File: src/pkg/pin_select_pkg.sv
package pin_select_pkg;
   localparam logic [11:0] sel_8_9_offset = 12'h000;
   localparam logic [11:0] sel_10_11_offset = 12'h004;
   localparam logic [11:0] mismatch_offset = 12'h008;
   localparam int code_width = 5;
   localparam int hi_field_lsb = 8;
   localparam int lo_field_lsb = 0;
   localparam logic [4:0] code_reset = 5'h00;
   localparam logic [4:0] code_port_logic = 5'h00;
   localparam int num_functions = 32;
   localparam int num_pins = 4;
endpackage : pin_select_pkg

File: src/logic/function_crossbar.sv
`timescale 1ns/1ps
`default_nettype none
module function_crossbar (
   // selection code
   input wire logic [4:0] code,
   // port logic fallback
   input wire logic port_data,
   input wire logic port_enable,
   // peripheral outputs indexed by code
   input wire logic [31:0] periph_data,
   input wire logic [31:0] periph_enable,
   // pad side
   output logic pad_data,
   output logic pad_enable
);
   wire logic is_port = (code == pin_select_pkg::code_port_logic);
   assign pad_data = is_port ? port_data : periph_data[code];
   assign pad_enable = is_port ? port_enable : periph_enable[code];
endmodule : function_crossbar
`default_nettype wire

File: src/logic/output_pin_function_select.sv
`timescale 1ns/1ps
`default_nettype none
// What this block does
// - The first register holds pin 9 code in bits 12:8 and pin 8 code in bits 4:0.
// - Bits 12:8 of the second register choose the function driving pin 11.
// - Bits 4:0 of the second register choose the function driving pin 10.
// - Bits 15:13 and 7:5 of both registers read zero and ignore writes.
// - A parameter removes the pin 10 and 11 codes, reading zero.
// - A shadow copy is compared continuously and a mismatch requests reset.
module output_pin_function_select #(
   parameter bit has_pins_10_11 = 1'b1
) (
   // clock and reset
   input wire logic mclk,
   input wire logic rst,
   // apb slave
   input wire logic psel,
   input wire logic penable,
   input wire logic pwrite,
   input wire logic [11:0] paddr,
   input wire logic [31:0] pwdata,
   output logic [31:0] prdata,
   output logic pready,
   output logic pslverr,
   // ordinary port logic, one bit per pin 8..11
   input wire logic [3:0] port_data,
   input wire logic [3:0] port_enable,
   // peripheral outputs indexed by function code
   input wire logic [31:0] periph_data,
   input wire logic [31:0] periph_enable,
   // pads 8..11
   output logic [3:0] pad_data,
   output logic [3:0] pad_enable,
   // configuration mismatch
   output logic config_mismatch_reset,
   output logic config_mismatch_flag
);
   logic [4:0] pin8_function_code;
   logic [4:0] pin9_function_code;
   logic [4:0] pin10_function_code;
   logic [4:0] pin11_function_code;
   logic [19:0] shadow;
   logic [3:0] pad_data_comb;
   logic [3:0] pad_enable_comb;

   function automatic logic [15:0] pack_pair(input logic [4:0] hi,
                                             input logic [4:0] lo);
      pack_pair = {3'b000, hi, 3'b000, lo};
   endfunction : pack_pair

   wire logic access = psel && penable;
   wire logic wr = access && pwrite;
   wire logic hit_a = (paddr == pin_select_pkg::sel_8_9_offset);
   wire logic hit_b = (paddr == pin_select_pkg::sel_10_11_offset);
   wire logic hit_m = (paddr == pin_select_pkg::mismatch_offset);
   wire logic mapped = hit_a || hit_b || hit_m;
   wire logic [4:0] w_hi = pwdata[pin_select_pkg::hi_field_lsb +: 5];
   wire logic [4:0] w_lo = pwdata[pin_select_pkg::lo_field_lsb +: 5];
   wire logic [19:0] live = {pin11_function_code, pin10_function_code,
                             pin9_function_code, pin8_function_code};
   wire logic mismatch = (live != shadow);
   wire logic [15:0] rd_a = pack_pair(pin9_function_code, pin8_function_code);
   wire logic [15:0] rd_b = pack_pair(pin11_function_code,
                                      pin10_function_code);
   wire logic [31:0] rd_mux = hit_a ? {16'h0000, rd_a} :
                              hit_b ? {16'h0000, rd_b} :
                              hit_m ? {31'h0000_0000, config_mismatch_flag} :
                              32'h0000_0000;

   assign pready = 1'b1;
   assign pslverr = access && !mapped;

   // live registers and their shadow are written together
   always_ff @(posedge mclk) begin
      if (rst) begin
         pin8_function_code <= pin_select_pkg::code_reset;
         pin9_function_code <= pin_select_pkg::code_reset;
         pin10_function_code <= pin_select_pkg::code_reset;
         pin11_function_code <= pin_select_pkg::code_reset;
         shadow <= 20'h0_0000;
      end else if (wr && hit_a) begin
         pin9_function_code <= w_hi;
         pin8_function_code <= w_lo;
         shadow[9:0] <= {w_hi, w_lo};
      end else if (wr && hit_b && has_pins_10_11) begin
         pin11_function_code <= w_hi;
         pin10_function_code <= w_lo;
         shadow[19:10] <= {w_hi, w_lo};
      end
   end

   // flag is sticky until software writes one to it; set wins over clear
   always_ff @(posedge mclk) begin
      if (rst) begin
         config_mismatch_flag <= 1'b0;
         config_mismatch_reset <= 1'b0;
         prdata <= 32'h0000_0000;
      end else begin
         config_mismatch_reset <= mismatch;
         if (mismatch) begin
            config_mismatch_flag <= 1'b1;
         end else if (wr && hit_m && pwdata[0]) begin
            config_mismatch_flag <= 1'b0;
         end
         if (psel && !penable && !pwrite) begin
            prdata <= rd_mux;
         end
      end
   end

   genvar g;
   generate
      for (g = 0; g < 4; g++) begin : g_pin
         logic [4:0] code;
         if (g == 0) begin : g0
            assign code = pin8_function_code;
         end else if (g == 1) begin : g1
            assign code = pin9_function_code;
         end else if (g == 2) begin : g2
            assign code = has_pins_10_11 ? pin10_function_code : 5'h00;
         end else begin : g3
            assign code = has_pins_10_11 ? pin11_function_code : 5'h00;
         end
         function_crossbar u_xbar (
            .code(code),
            .port_data(port_data[g]),
            .port_enable(port_enable[g]),
            .periph_data(periph_data),
            .periph_enable(periph_enable),
            .pad_data(pad_data_comb[g]),
            .pad_enable(pad_enable_comb[g])
         );
      end
   endgenerate

   always_ff @(posedge mclk) begin
      if (rst) begin
         pad_data <= 4'h0;
         pad_enable <= 4'h0;
      end else begin
         pad_data <= pad_data_comb;
         pad_enable <= pad_enable_comb;
      end
   end
endmodule : output_pin_function_select
`default_nettype wire

File: config.mk
export PLATFORM = sky130hd
export DESIGN_NAME = output_pin_function_select
export DESIGN_NICKNAME = d
export VERILOG_FILES = /design/src/pkg/pin_select_pkg.sv /design/src/logic/function_crossbar.sv /design/src/logic/output_pin_function_select.sv
export SDC_FILE = /design/constraint.sdc
export NUM_CORES = 1
export LEC_CHECK = 0
export BUFFER_PORTS_ARGS = -buffer_cell sky130_fd_sc_hd__buf_2
export CAP_MARGIN = 5
export CORE_ASPECT_RATIO = 1.25
export CORE_MARGIN = 2
export CORE_UTILIZATION = 45
export DETAILED_ROUTE_END_ITERATION = 6
export GPL_TIMING_DRIVEN = 0
export PLACE_DENSITY = 0.85
export SYNTH_ARGS = -nofsm -noshare
export SYNTH_HDL_FRONTEND = slang
export SYNTH_SLANG_ARGS = --single-unit
File: constraint.sdc
create_clock -name mclk -period 1.75 [get_ports mclk]
set_input_delay 0.0875 -clock mclk [delete_from_list [all_inputs] [get_ports mclk]]
set_output_delay 0.0875 -clock mclk [all_outputs]
set_load 0.005 [all_outputs]
; ---- After elaboration in Yosys (flattened, before gate mapping)
; Index checks and enable logic that the tools add are counted.
[totals]
register_bits = 82
latch_bits = 0
mem_bits_rw = 0
mem_bits_ro = 0
inputBits = 121
output_inout_bits = 44
wordCells = 69
n_memories = 0
[op_classes]
add_sub_neg = 0
n_mul = 0
div = 0
n_lt_le_gt_ge = 4
eq_ne = 3
shift = 0
muxes = 29
bitwise = 1
reduce_logical = 21
[ops]
columns = cell, count
row1 = 1-bit binary-select mux with 5-bit select, 8
row2 = 13-bit two-way mux, 2
row3 = "5-bit by 6-bit less-than comparator with 1-bit output, second input constant", 4
row4 = 5-bit zero test, 4
row5 = 20-bit != test, 1
row6 = 1-bit two-way mux, 19
row7 = "12-bit by 3-bit == test with 1-bit output, second input constant", 1
row8 = "12-bit by 4-bit == test with 1-bit output, second input constant", 1
row9 = 12-bit zero test, 1
row10 = 1-bit logical AND, 9
row11 = 1-bit zero test, 3
row12 = 1-bit logical OR, 2
row13 = 2-bit AND reduction, 1
row14 = 2-bit nonzero test, 1
row15 = 1-bit inverter, 1

; ---- Logic depth before layout (Yosys ltp)
; Gate-level depths: netlist of run 1.
[logic_depth]
depth_word = 6
depth_mapped = 6
ltp_nobuf = 4

; ---- Hierarchy
; Synthesis of run 1 repeated with hierarchy kept, for this count alone.
[hier_totals]
cells_unflattened = 387
area_unflattened_um2 = 4327.9
[modules_own_cells]
columns = mod, instances, cells_per_inst, area_each_um2, seq_area_each_um2
row1 = function_crossbar, 4, 53, 633.1, 0.0
row2 = output_pin_function_select, 1, 175, 1795.5, 760.7

; ---- Worst setup path before layout of run 1
; No wires, ideal clock.
[synth_timing]
path_kind = register to register
startpoint = register pin8_function_code[0] (netlist: g_pin[0].code[0])
endpoint = register pad_enable[0]
setup_ns = 0.115
t_arrival_ns = 1.643
required_time_ns = 1.635
setup_slack_ns = -0.008
stages_incl_launch_ff = 6
n_path_buf = 1
synth_period_minus_slack_ns = 1.758
path_cell_list = dfxtp_1 -> buf_6 -> mux4_1 -> mux2_2 -> or3_1 -> and3_1
[synth_via]
elab_chain_cells = 3
elab_cells_between_ends = 4
cone_classes = mux (3) / reduce/logical (1)
[synth_lines]
columns = element, line_no
row1 = "start, declared", output_pin_function_select.sv:38  ; logic [4:0] pin8_function_code;
row2 = "start signal, assigned", output_pin_function_select.sv:76  ; pin8_function_code <= pin_select_pkg::code_reset;
row3 = "start signal, assigned", output_pin_function_select.sv:83  ; pin8_function_code <= w_lo;
row4 = 1-bit binary-select mux with 5-bit select, function_crossbar.sv:18  ; assign pad_enable = is_port ? port_enable : periph_enable[code];
row5 = 1-bit two-way mux (implied by the code), function_crossbar.sv:18
row6 = 1-bit two-way mux *, function_crossbar.sv:18
row7 = "end signal, assigned", output_pin_function_select.sv:142  ; pad_enable <= pad_enable_comb;
row8 = "end, declared", output_pin_function_select.sv:33  ; output logic [3:0] pad_enable,
; Mark *: on every way between the ends. The rest lies on a longest branch, timed or not. The select of a mux whose other input is x is not followed.
; A chain may end at the register's enable or synchronous reset.

; ---- Worst setup path after layout of run 1
; Same ends and word-level chain as after synthesis.

==> flow_metrics.py, run 1 <==
metrics = {
    "power_and_ir_drop": {
        "p_switching_w": 0.000577,
        "power_frac_seq_pct": 38.5,
        "powerDensity_nw_per_um2": 443,
        "vdd_drop_max_uv": 431,
        "p_comb_share_pct": 20.9,
        "p_int_w": 0.00170,
        "switching_share_pct": 25.4,
        "pwr-share-clk_pct": 40.6,
        "leakagePower_nw": 1.98,
    },
    "global_routing": {
        "grt_usage_pct": 29.0,
        "grt_pass1_vias": 4046,
        "grt_antenna_before_repair": 0,
        "grt_pass1_wl_mm": 20.8,
        "grt-ovfl-total": 0,
        "grt_max_degree": 14,
    },
    "cells_and_area": {
        "drive_gt1_share_pct": 50.9,
        "nNetsFinal": 648,
        "area_delta_synth_final_pct": 29.2,
        "antenna_cells": 0,
        "fin_area_um2": 5130,
        "regArea_um2": 767,
        "fillers": 752,
        "multiInputGateArea_um2": 2960,
    },
    "placed_design": {
        "dpl-instance-area_um2": 4780,
        "preCtsSetupSlack_ns": -0.252,
        "io_buffers": 116,
        "hpwl_mm": 10.4,
        "gp_congestion": 0.976,
    },
    "hold_path": {
        "holdPathStages": 3,
        "holdPathEnd": "g_pin[2].code[0]$_SDFFE_PP0P_",
        "min_path_type": "input pin to register",
        "worstHoldStart": "pwdata[0]",
    },
    "setup_path": {
        "startpoint_type": "register",
        "worstSetupEndpointType": "register",
        "worstSetupPathType": "register to register",
        "timing.rr.end": "pad_enable[0]$_SDFF_PP0_",
        "crit_fanout": 8,
        "reg2regPathDepth": 5,
        "required_ns": 1.95,
        "critPathArrivalTime_ns": 2.04,
        "timing.rr.start": "g_pin[0].code[0]$_SDFFE_PP0P_",
        "reg2reg_slack_ns": -0.09,
    },
    "logic_synthesis": {
        "synth_seq_cells": 38,
        "synth_edf_count": 0,
        "synthFlopType": "dfxtp_1",
        "synth_area_per_cell_um2": 10.5,
        "yosysWarnings": 0,
        "ys_seq_area_share_pct": 19.1,
        "netlist_area_um2": 3970,
        "synthDistinctLibCells": 44,
        "async_reset_ff_share_pct": 0,
        "syn_inst": 378,
    },
    "clocking": {
        "cts_buffers": 5,
        "hold_buffers": 0,
        "clockBufferDepth": 2,
        "clk_pin_slew_ns": 0.08,
        "htree_levels": 2,
        "clockRootBuffer": "clkbuf_8",
        "clk_latency_ns": 0.30,
        "cts_sinks": 38,
        "cts_tree": "built",
    },
    "drt": {
        "drtIter0Drc": 390,
        "routedWlPerCell_um": 21.3,
        "route.met2.wl_mm": 6.72,
        "top_layer": "met4",
        "final_antenna_net_count": 0,
        "route.detailed.drc": 0,
        "drt-vias-per-instance": 6.30,
        "first_pass_iters": 5,
        "wl_mm": 13.8,
        "met1_length_mm": 4.95,
        "wl_met3_mm": 1.31,
        "vias": 4085,
    },
    "status": {
        "violations": "negative setup slack",
        "outcome": "finished, violations left",
    },
    "timing": {
        "rsz0062_at_grt": "true",
        "setup_viol": 2,
        "fin_worst_skew_ns": 0.00611,
        "setup_ws_ns": -0.0917,
        "hold_viol": 0,
        "maxSlewViolCount": 0,
        "fmax_mhz": 543,
        "period_needed_ns": 1.84,
        "tightest_slew_ns": 0.516,
        "period_share_pct": 105,
        "maxSlewHeadroom_pct": 65.5,
    },
    "die": {
        "start_util_pct": 45.9,
        "chipHeight_um": 109,
        "die_w_um": 88.0,
        "core_um2": 8650,
        "io_pins": 165,
        "row_count": 38,
        "die_area_um2": 9600,
    },
    "flow_run": {
        "cap_viol_max_count": 0,
    },
}
==> cell usage in the layout, fill, tap and decap left out, types with 3 or more instances in the layout <==
| master | netlist | final |
|---|---|---|
| a211o_1 | 4 | 4 |
| a21oi_1 | 20 | 20 |
| a311oi_1 | 3 | 3 |
| a31o_2 | 10 | 10 |
| a32o_1 | 4 | 3 |
| buf_12 | 0 | 5 |
| buf_2 | 13 | 123 |
| buf_4 | 30 | 31 |
| buf_6 | 1 | 5 |
| clkbuf_1 | 18 | 17 |
| clkbuf_8 | 0 | 5 |
| conb_1 | 2 | 25 |
| dfxtp_1 | 38 | 33 |
| dfxtp_2 | 0 | 5 |
| mux2_2 | 12 | 12 |
| mux2i_1 | 18 | 16 |
| mux4_1 | 7 | 4 |
| mux4_2 | 53 | 56 |
| nand2_1 | 21 | 21 |
| nand2b_1 | 4 | 4 |
| nand3_1 | 14 | 14 |
| nand3b_1 | 3 | 3 |
| nand4_1 | 11 | 11 |
| nand4b_1 | 3 | 3 |
| nor2_1 | 7 | 7 |
| nor2b_1 | 10 | 10 |
| nor3_1 | 4 | 4 |
| nor3b_1 | 4 | 4 |
| nor4_1 | 7 | 5 |
| nor4b_1 | 11 | 10 |
| o21ai_0 | 16 | 16 |
| o22ai_1 | 5 | 4 |
==> worst max path at each step <==
stage,startpoint,depth (start not counted),to
floorplan,g_pin[0].code[0]$_SDFFE_PP0P_,5,pad_enable[0]$_SDFF_PP0_
global placement,g_pin[0].code[0]$_SDFFE_PP0P_,6,pad_data[0]$_SDFF_PP0_
detailed placement,g_pin[0].code[0]$_SDFFE_PP0P_,6,pad_data[0]$_SDFF_PP0_
CTS,g_pin[0].code[0]$_SDFFE_PP0P_,5,pad_enable[0]$_SDFF_PP0_
global route,g_pin[0].code[0]$_SDFFE_PP0P_,5,pad_enable[0]$_SDFF_PP0_
finish,g_pin[0].code[0]$_SDFFE_PP0P_,5,pad_enable[0]$_SDFF_PP0_
==> cells in the mapped netlist (2+ instances only) <==
| library cell | instances | area share, % |
|---|---|---|
| nand3b_1 | 3 | 0.57 |
| nand2_1 | 21 | 2.0 |
| clkbuf_1 | 18 | 1.7 |
| nand4_1 | 11 | 1.7 |
| mux2_2 | 12 | 3.4 |
| o21ai_0 | 16 | 2.0 |
| nor2b_1 | 10 | 1.6 |
| a31o_2 | 10 | 2.2 |
| nand4b_1 | 3 | 0.66 |
| o22ai_1 | 5 | 0.79 |
| mux4_2 | 53 | 30 |
| conb_1 | 2 | 0.19 |
| o221ai_1 | 2 | 0.44 |
| nor3_1 | 4 | 0.50 |
| nor2_1 | 7 | 0.66 |
| a311oi_1 | 3 | 0.66 |
| buf_1 | 3 | 0.28 |
| nor4_1 | 7 | 1.1 |
| a21oi_1 | 20 | 2.5 |
| buf_2 | 13 | 1.6 |
| a32o_1 | 4 | 1.0 |
| nand2b_1 | 4 | 0.63 |
| a211oi_1 | 4 | 0.76 |
| nor3b_1 | 4 | 0.76 |
| mux4_1 | 7 | 4.6 |
| nor4b_1 | 11 | 2.4 |
| buf_4 | 30 | 5.7 |
| inv_1 | 2 | 0.19 |
| mux2i_1 | 18 | 4.5 |
| a22o_1 | 2 | 0.44 |
| a211o_1 | 4 | 0.88 |
| and3_1 | 3 | 0.47 |
| nand3_1 | 14 | 1.8 |
| dfxtp_1 | 38 | 19 |
==> power by group through the flow <==
| stage | logic (W) | clock network (W) | registers (W) |
|---|---|---|---|
| global route | 0.000505 | 0.000967 | 0.000877 |
| finish | 0.000476 | 0.000923 | 0.000875 |
| detailed placement | 0.000450 | 0 | 0.000896 |
| CTS | 0.000456 | 0.000935 | 0.000876 |
| floorplan | 0.000229 | 0 | 0.000898 |
| global placement | 0.000439 | 0 | 0.000896 |
==> logic make-up (layout without fill, tap and decap cells) <==
group	Yosys count	after routing	share of synthesized area [%]
simple gates	107	107	15.7
other cells	2	25	0.189
mux	90	90	42.6
flops	38	38	19.1
buf+inv	67	194	9.76
compound gates	74	74	12.5
==> layer usage <==
| metal | up-vias | GRT usage, % |
|---|---|---|
| li1 | 1782 | - |
| met1 | 1922 | 34.8 |
| met2 | 306 | 48.6 |
| met3 | 75 | 5.00 |
| met4 | 0 | 16.8 |
| met5 | - | 0 |
==> metrics by stage <==
stage | hold slack (ns) | instances | setup TNS (ns) | total power (W) | utilization [%]
floorplan | 0.242 | 401 | 0 | 0.00113 | -
global placement | 0.374 | 637 | -1.43 | 0.00133 | 55.3
detailed placement | 0.374 | 637 | -1.63 | 0.00135 | 55.3
CTS | 0.0564 | 646 | -0.157 | 0.00227 | 57.9
global route | 0.0667 | 648 | -0.256 | 0.00235 | 59.3
finish | 0.0645 | 648 | -0.174 | 0.00227 | 59.3
==> flip-flops by register name (all words and copies together) (netlist names) <==
| register | cells |
|---|---|
| shadow | 2 |
| pad_data | 4 |
| pad_enable | 4 |
| prdata | 10 |
| g_pin.code | 18 |
==> worst max-delay path, stage by stage (launching register included) <==
cell     delay [ns]
dfxtp_2        0.34
buf_12         0.14
mux4_2         0.50
mux2_2         0.28
or3_1          0.31
and3_4         0.16
==> what timing repair did <==
item | CTS | global route
setup endpoints to repair | 8 | 8
endpoints found under the hold margin | 0 | 0
gates resized for setup | 26 | 22
buffers inserted | 2 | 2
pin swaps | 1 | 2
==> final cells by class <==
cell class	count	area share (%)
clock inverters	3	1.34
clock buffers	5	1.34
well taps	120	2.93
flip-flops and latches	38	14.9
inverters	2	0.146
plain buffers	64	9.17
multi-input cells	296	57.8
repair buffers	120	12.4
(Power assumes the default switching activity.)
==> run 2: changes to the inputs <==
Settings changed: SKIP_CTS_REPAIR_TIMING from default to 1.
==> flow_metrics.py, run 2 (synthesis gave the netlist of run 1 again) <==
metrics = {
    "cells_and_area": {
        "largest_reg_flops": 18,
        "final_common_cell": "buf_2",
        "fin_util_pct": 60.1,
        "nNetsFinal": 655,
        "layout_common_cells": "buf_2, mux4_2, buf_4",
        "antenna_cells": 0,
        "fillers": 755,
        "drive_gt1_share_pct": 52.5,
        "area_delta_synth_final_pct": 30.8,
        "fin_area_um2": 5200,
    },
    "global_routing": {
        "grt_pass1_vias": 4031,
        "grt_max_degree": 14,
        "grt_usage_pct": 28.7,
        "grt_antenna_before_repair": 0,
        "grt_pass1_wl_mm": 20.6,
        "grt-ovfl-total": 0,
    },
    "setup_path": {
        "timing.rr.start": "g_pin[0].code[0]$_SDFFE_PP0P_",
        "worstSetupPathType": "register to register",
        "endpoint": "pad_enable[0]$_SDFF_PP0_",
        "worstSetupEndpointType": "register",
        "reg2reg_slack_ns": -0.13,
        "reg2regPathDepth": 5,
        "required_ns": 1.95,
        "timing.rr.end": "pad_enable[0]$_SDFF_PP0_",
        "startpoint_type": "register",
        "critPathArrivalTime_ns": 2.08,
        "crit_fanout": 6,
        "critPathLaunch": "g_pin[0].code[0]$_SDFFE_PP0P_",
    },
    "drt": {
        "wl_mm": 14.1,
        "drtIter0Drc": 575,
        "drt-vias-per-instance": 6.37,
        "first_pass_iters": 5,
        "route.detailed.drc": 0,
        "vias": 4174,
        "routedWlPerCell_um": 21.5,
        "final_antenna_net_count": 0,
    },
    "timing": {
        "setup_viol": 2,
        "fin_worst_skew_ns": 0.00449,
        "period_needed_ns": 1.88,
        "setup_ws_ns": -0.131,
        "tightest_slew_ns": 0.514,
        "rsz0062_at_grt": "true",
        "maxSlewHeadroom_pct": 65.7,
        "maxSlewViolCount": 0,
        "holdWs_ns": 0.0648,
        "period_share_pct": 107,
        "fmax_mhz": 532,
        "hold_viol": 0,
    },
    "die": {
        "core_um2": 8650,
        "io_pins": 165,
        "row_count": 38,
        "die_w_um": 88.0,
        "die_area_um2": 9600,
        "start_util_pct": 45.9,
        "chipHeight_um": 109,
    },
    "placed_design": {
        "preCtsSetupSlack_ns": -0.252,
        "gp_congestion": 0.976,
        "dpl-instance-area_um2": 4780,
        "io_buffers": 116,
        "hpwl_mm": 10.4,
    },
    "clocking": {
        "clockBufferDepth": 2,
        "cts_tree": "built",
        "cts_sinks": 38,
        "clk_latency_ns": 0.30,
        "htree_levels": 2,
        "clk_pin_slew_ns": 0.08,
        "cts_buffers": 5,
        "clockRootBuffer": "clkbuf_8",
    },
    "power_and_ir_drop": {
        "pwr-share-clk_pct": 40.5,
        "report.power.total_w": 0.00227,
        "p_int_w": 0.00170,
        "p_comb_share_pct": 21.1,
        "leakagePower_nw": 2.02,
        "power_frac_seq_pct": 38.4,
        "p_switching_w": 0.000577,
        "powerDensity_nw_per_um2": 437,
        "vdd_drop_max_uv": 429,
        "switching_share_pct": 25.4,
    },
    "flow_run": {
        "cap_viol_max_count": 0,
    },
    "hold_path": {
        "holdPathStages": 3,
        "min_path_type": "input pin to register",
        "worstHoldStart": "pwdata[0]",
    },
    "status": {
        "violations": "negative setup slack",
        "outcome": "finished, violations left",
    },
}
-- run 2: changes by cell type in the layout (fill, tap and decap cells not counted), moves of 2 or more --
cell	previous run	this run
nor4_2	1	3
buf_4	31	37
mux4_2	56	58
mux4_1	4	2
clkbuf_4	1	4
buf_2	123	120
-- run 2: worst min-delay path by stage --
| stage | to |
|---|---|
| after floorplan | g_pin[2].code[0]$_SDFFE_PP0P_ |
| after global placement | g_pin[3].code[3]$_SDFFE_PP0P_ |
| after detailed placement | g_pin[3].code[3]$_SDFFE_PP0P_ |
| after CTS | g_pin[3].code[3]$_SDFFE_PP0P_ |
| after global routing | g_pin[2].code[3]$_SDFFE_PP0P_ |
| final | g_pin[2].code[0]$_SDFFE_PP0P_ |
-- run 2: final cells by class --
type / count / area [um2] / area share, %
buffer: 64 / 479 / 9.22
tap: 120 / 150 / 2.89
multi-input combinational: 296 / 2960 / 57.0
clock buffer: 5 / 68.8 / 1.32
sequential: 38 / 769 / 14.8
inverter: 2 / 7.51 / 0.144
timing repair buffer: 127 / 693 / 13.3
clock inverter: 3 / 68.8 / 1.32
-- run 2: power by group through the flow --
stage / Clock, W / Combinational (W) / Sequential (W)
floorplan: 0 / 0.000229 / 0.000898
global placement: 0 / 0.000439 / 0.000896
detailed placement: 0 / 0.000450 / 0.000896
CTS: 0.000935 / 0.000453 / 0.000876
global route: 0.000964 / 0.000507 / 0.000875
finish: 0.000920 / 0.000479 / 0.000874
-- run 2: routing by layer --
metal / vias to the layer above / wire (um) / track usage (%)
li1: 1801 / - / -
met1: 1971 / 4910 / 34.6
met2: 333 / 6910 / 48.3
met3: 69 / 1500 / 4.47
met4: 0 / 761 / 16.6
met5: - / 0 / 0
-- run 2: per-stage QoR --
step / instances / TNS (ns)
6_report: 655 / -0.177
5_1_grt: 655 / -0.316
4_1_cts: 645 / -1.79
3_5_place_dp: 637 / -1.63
3_3_place_gp: 637 / -1.43
2_1_floorplan: 401 / 0
-- run 2: critical path: stages, from the launching register on --
cell and delay, ns:
dfxtp_4 0.37, buf_8 0.14, mux4_2 0.50, mux2_2 0.28, or3_1 0.32, and3_4 0.16
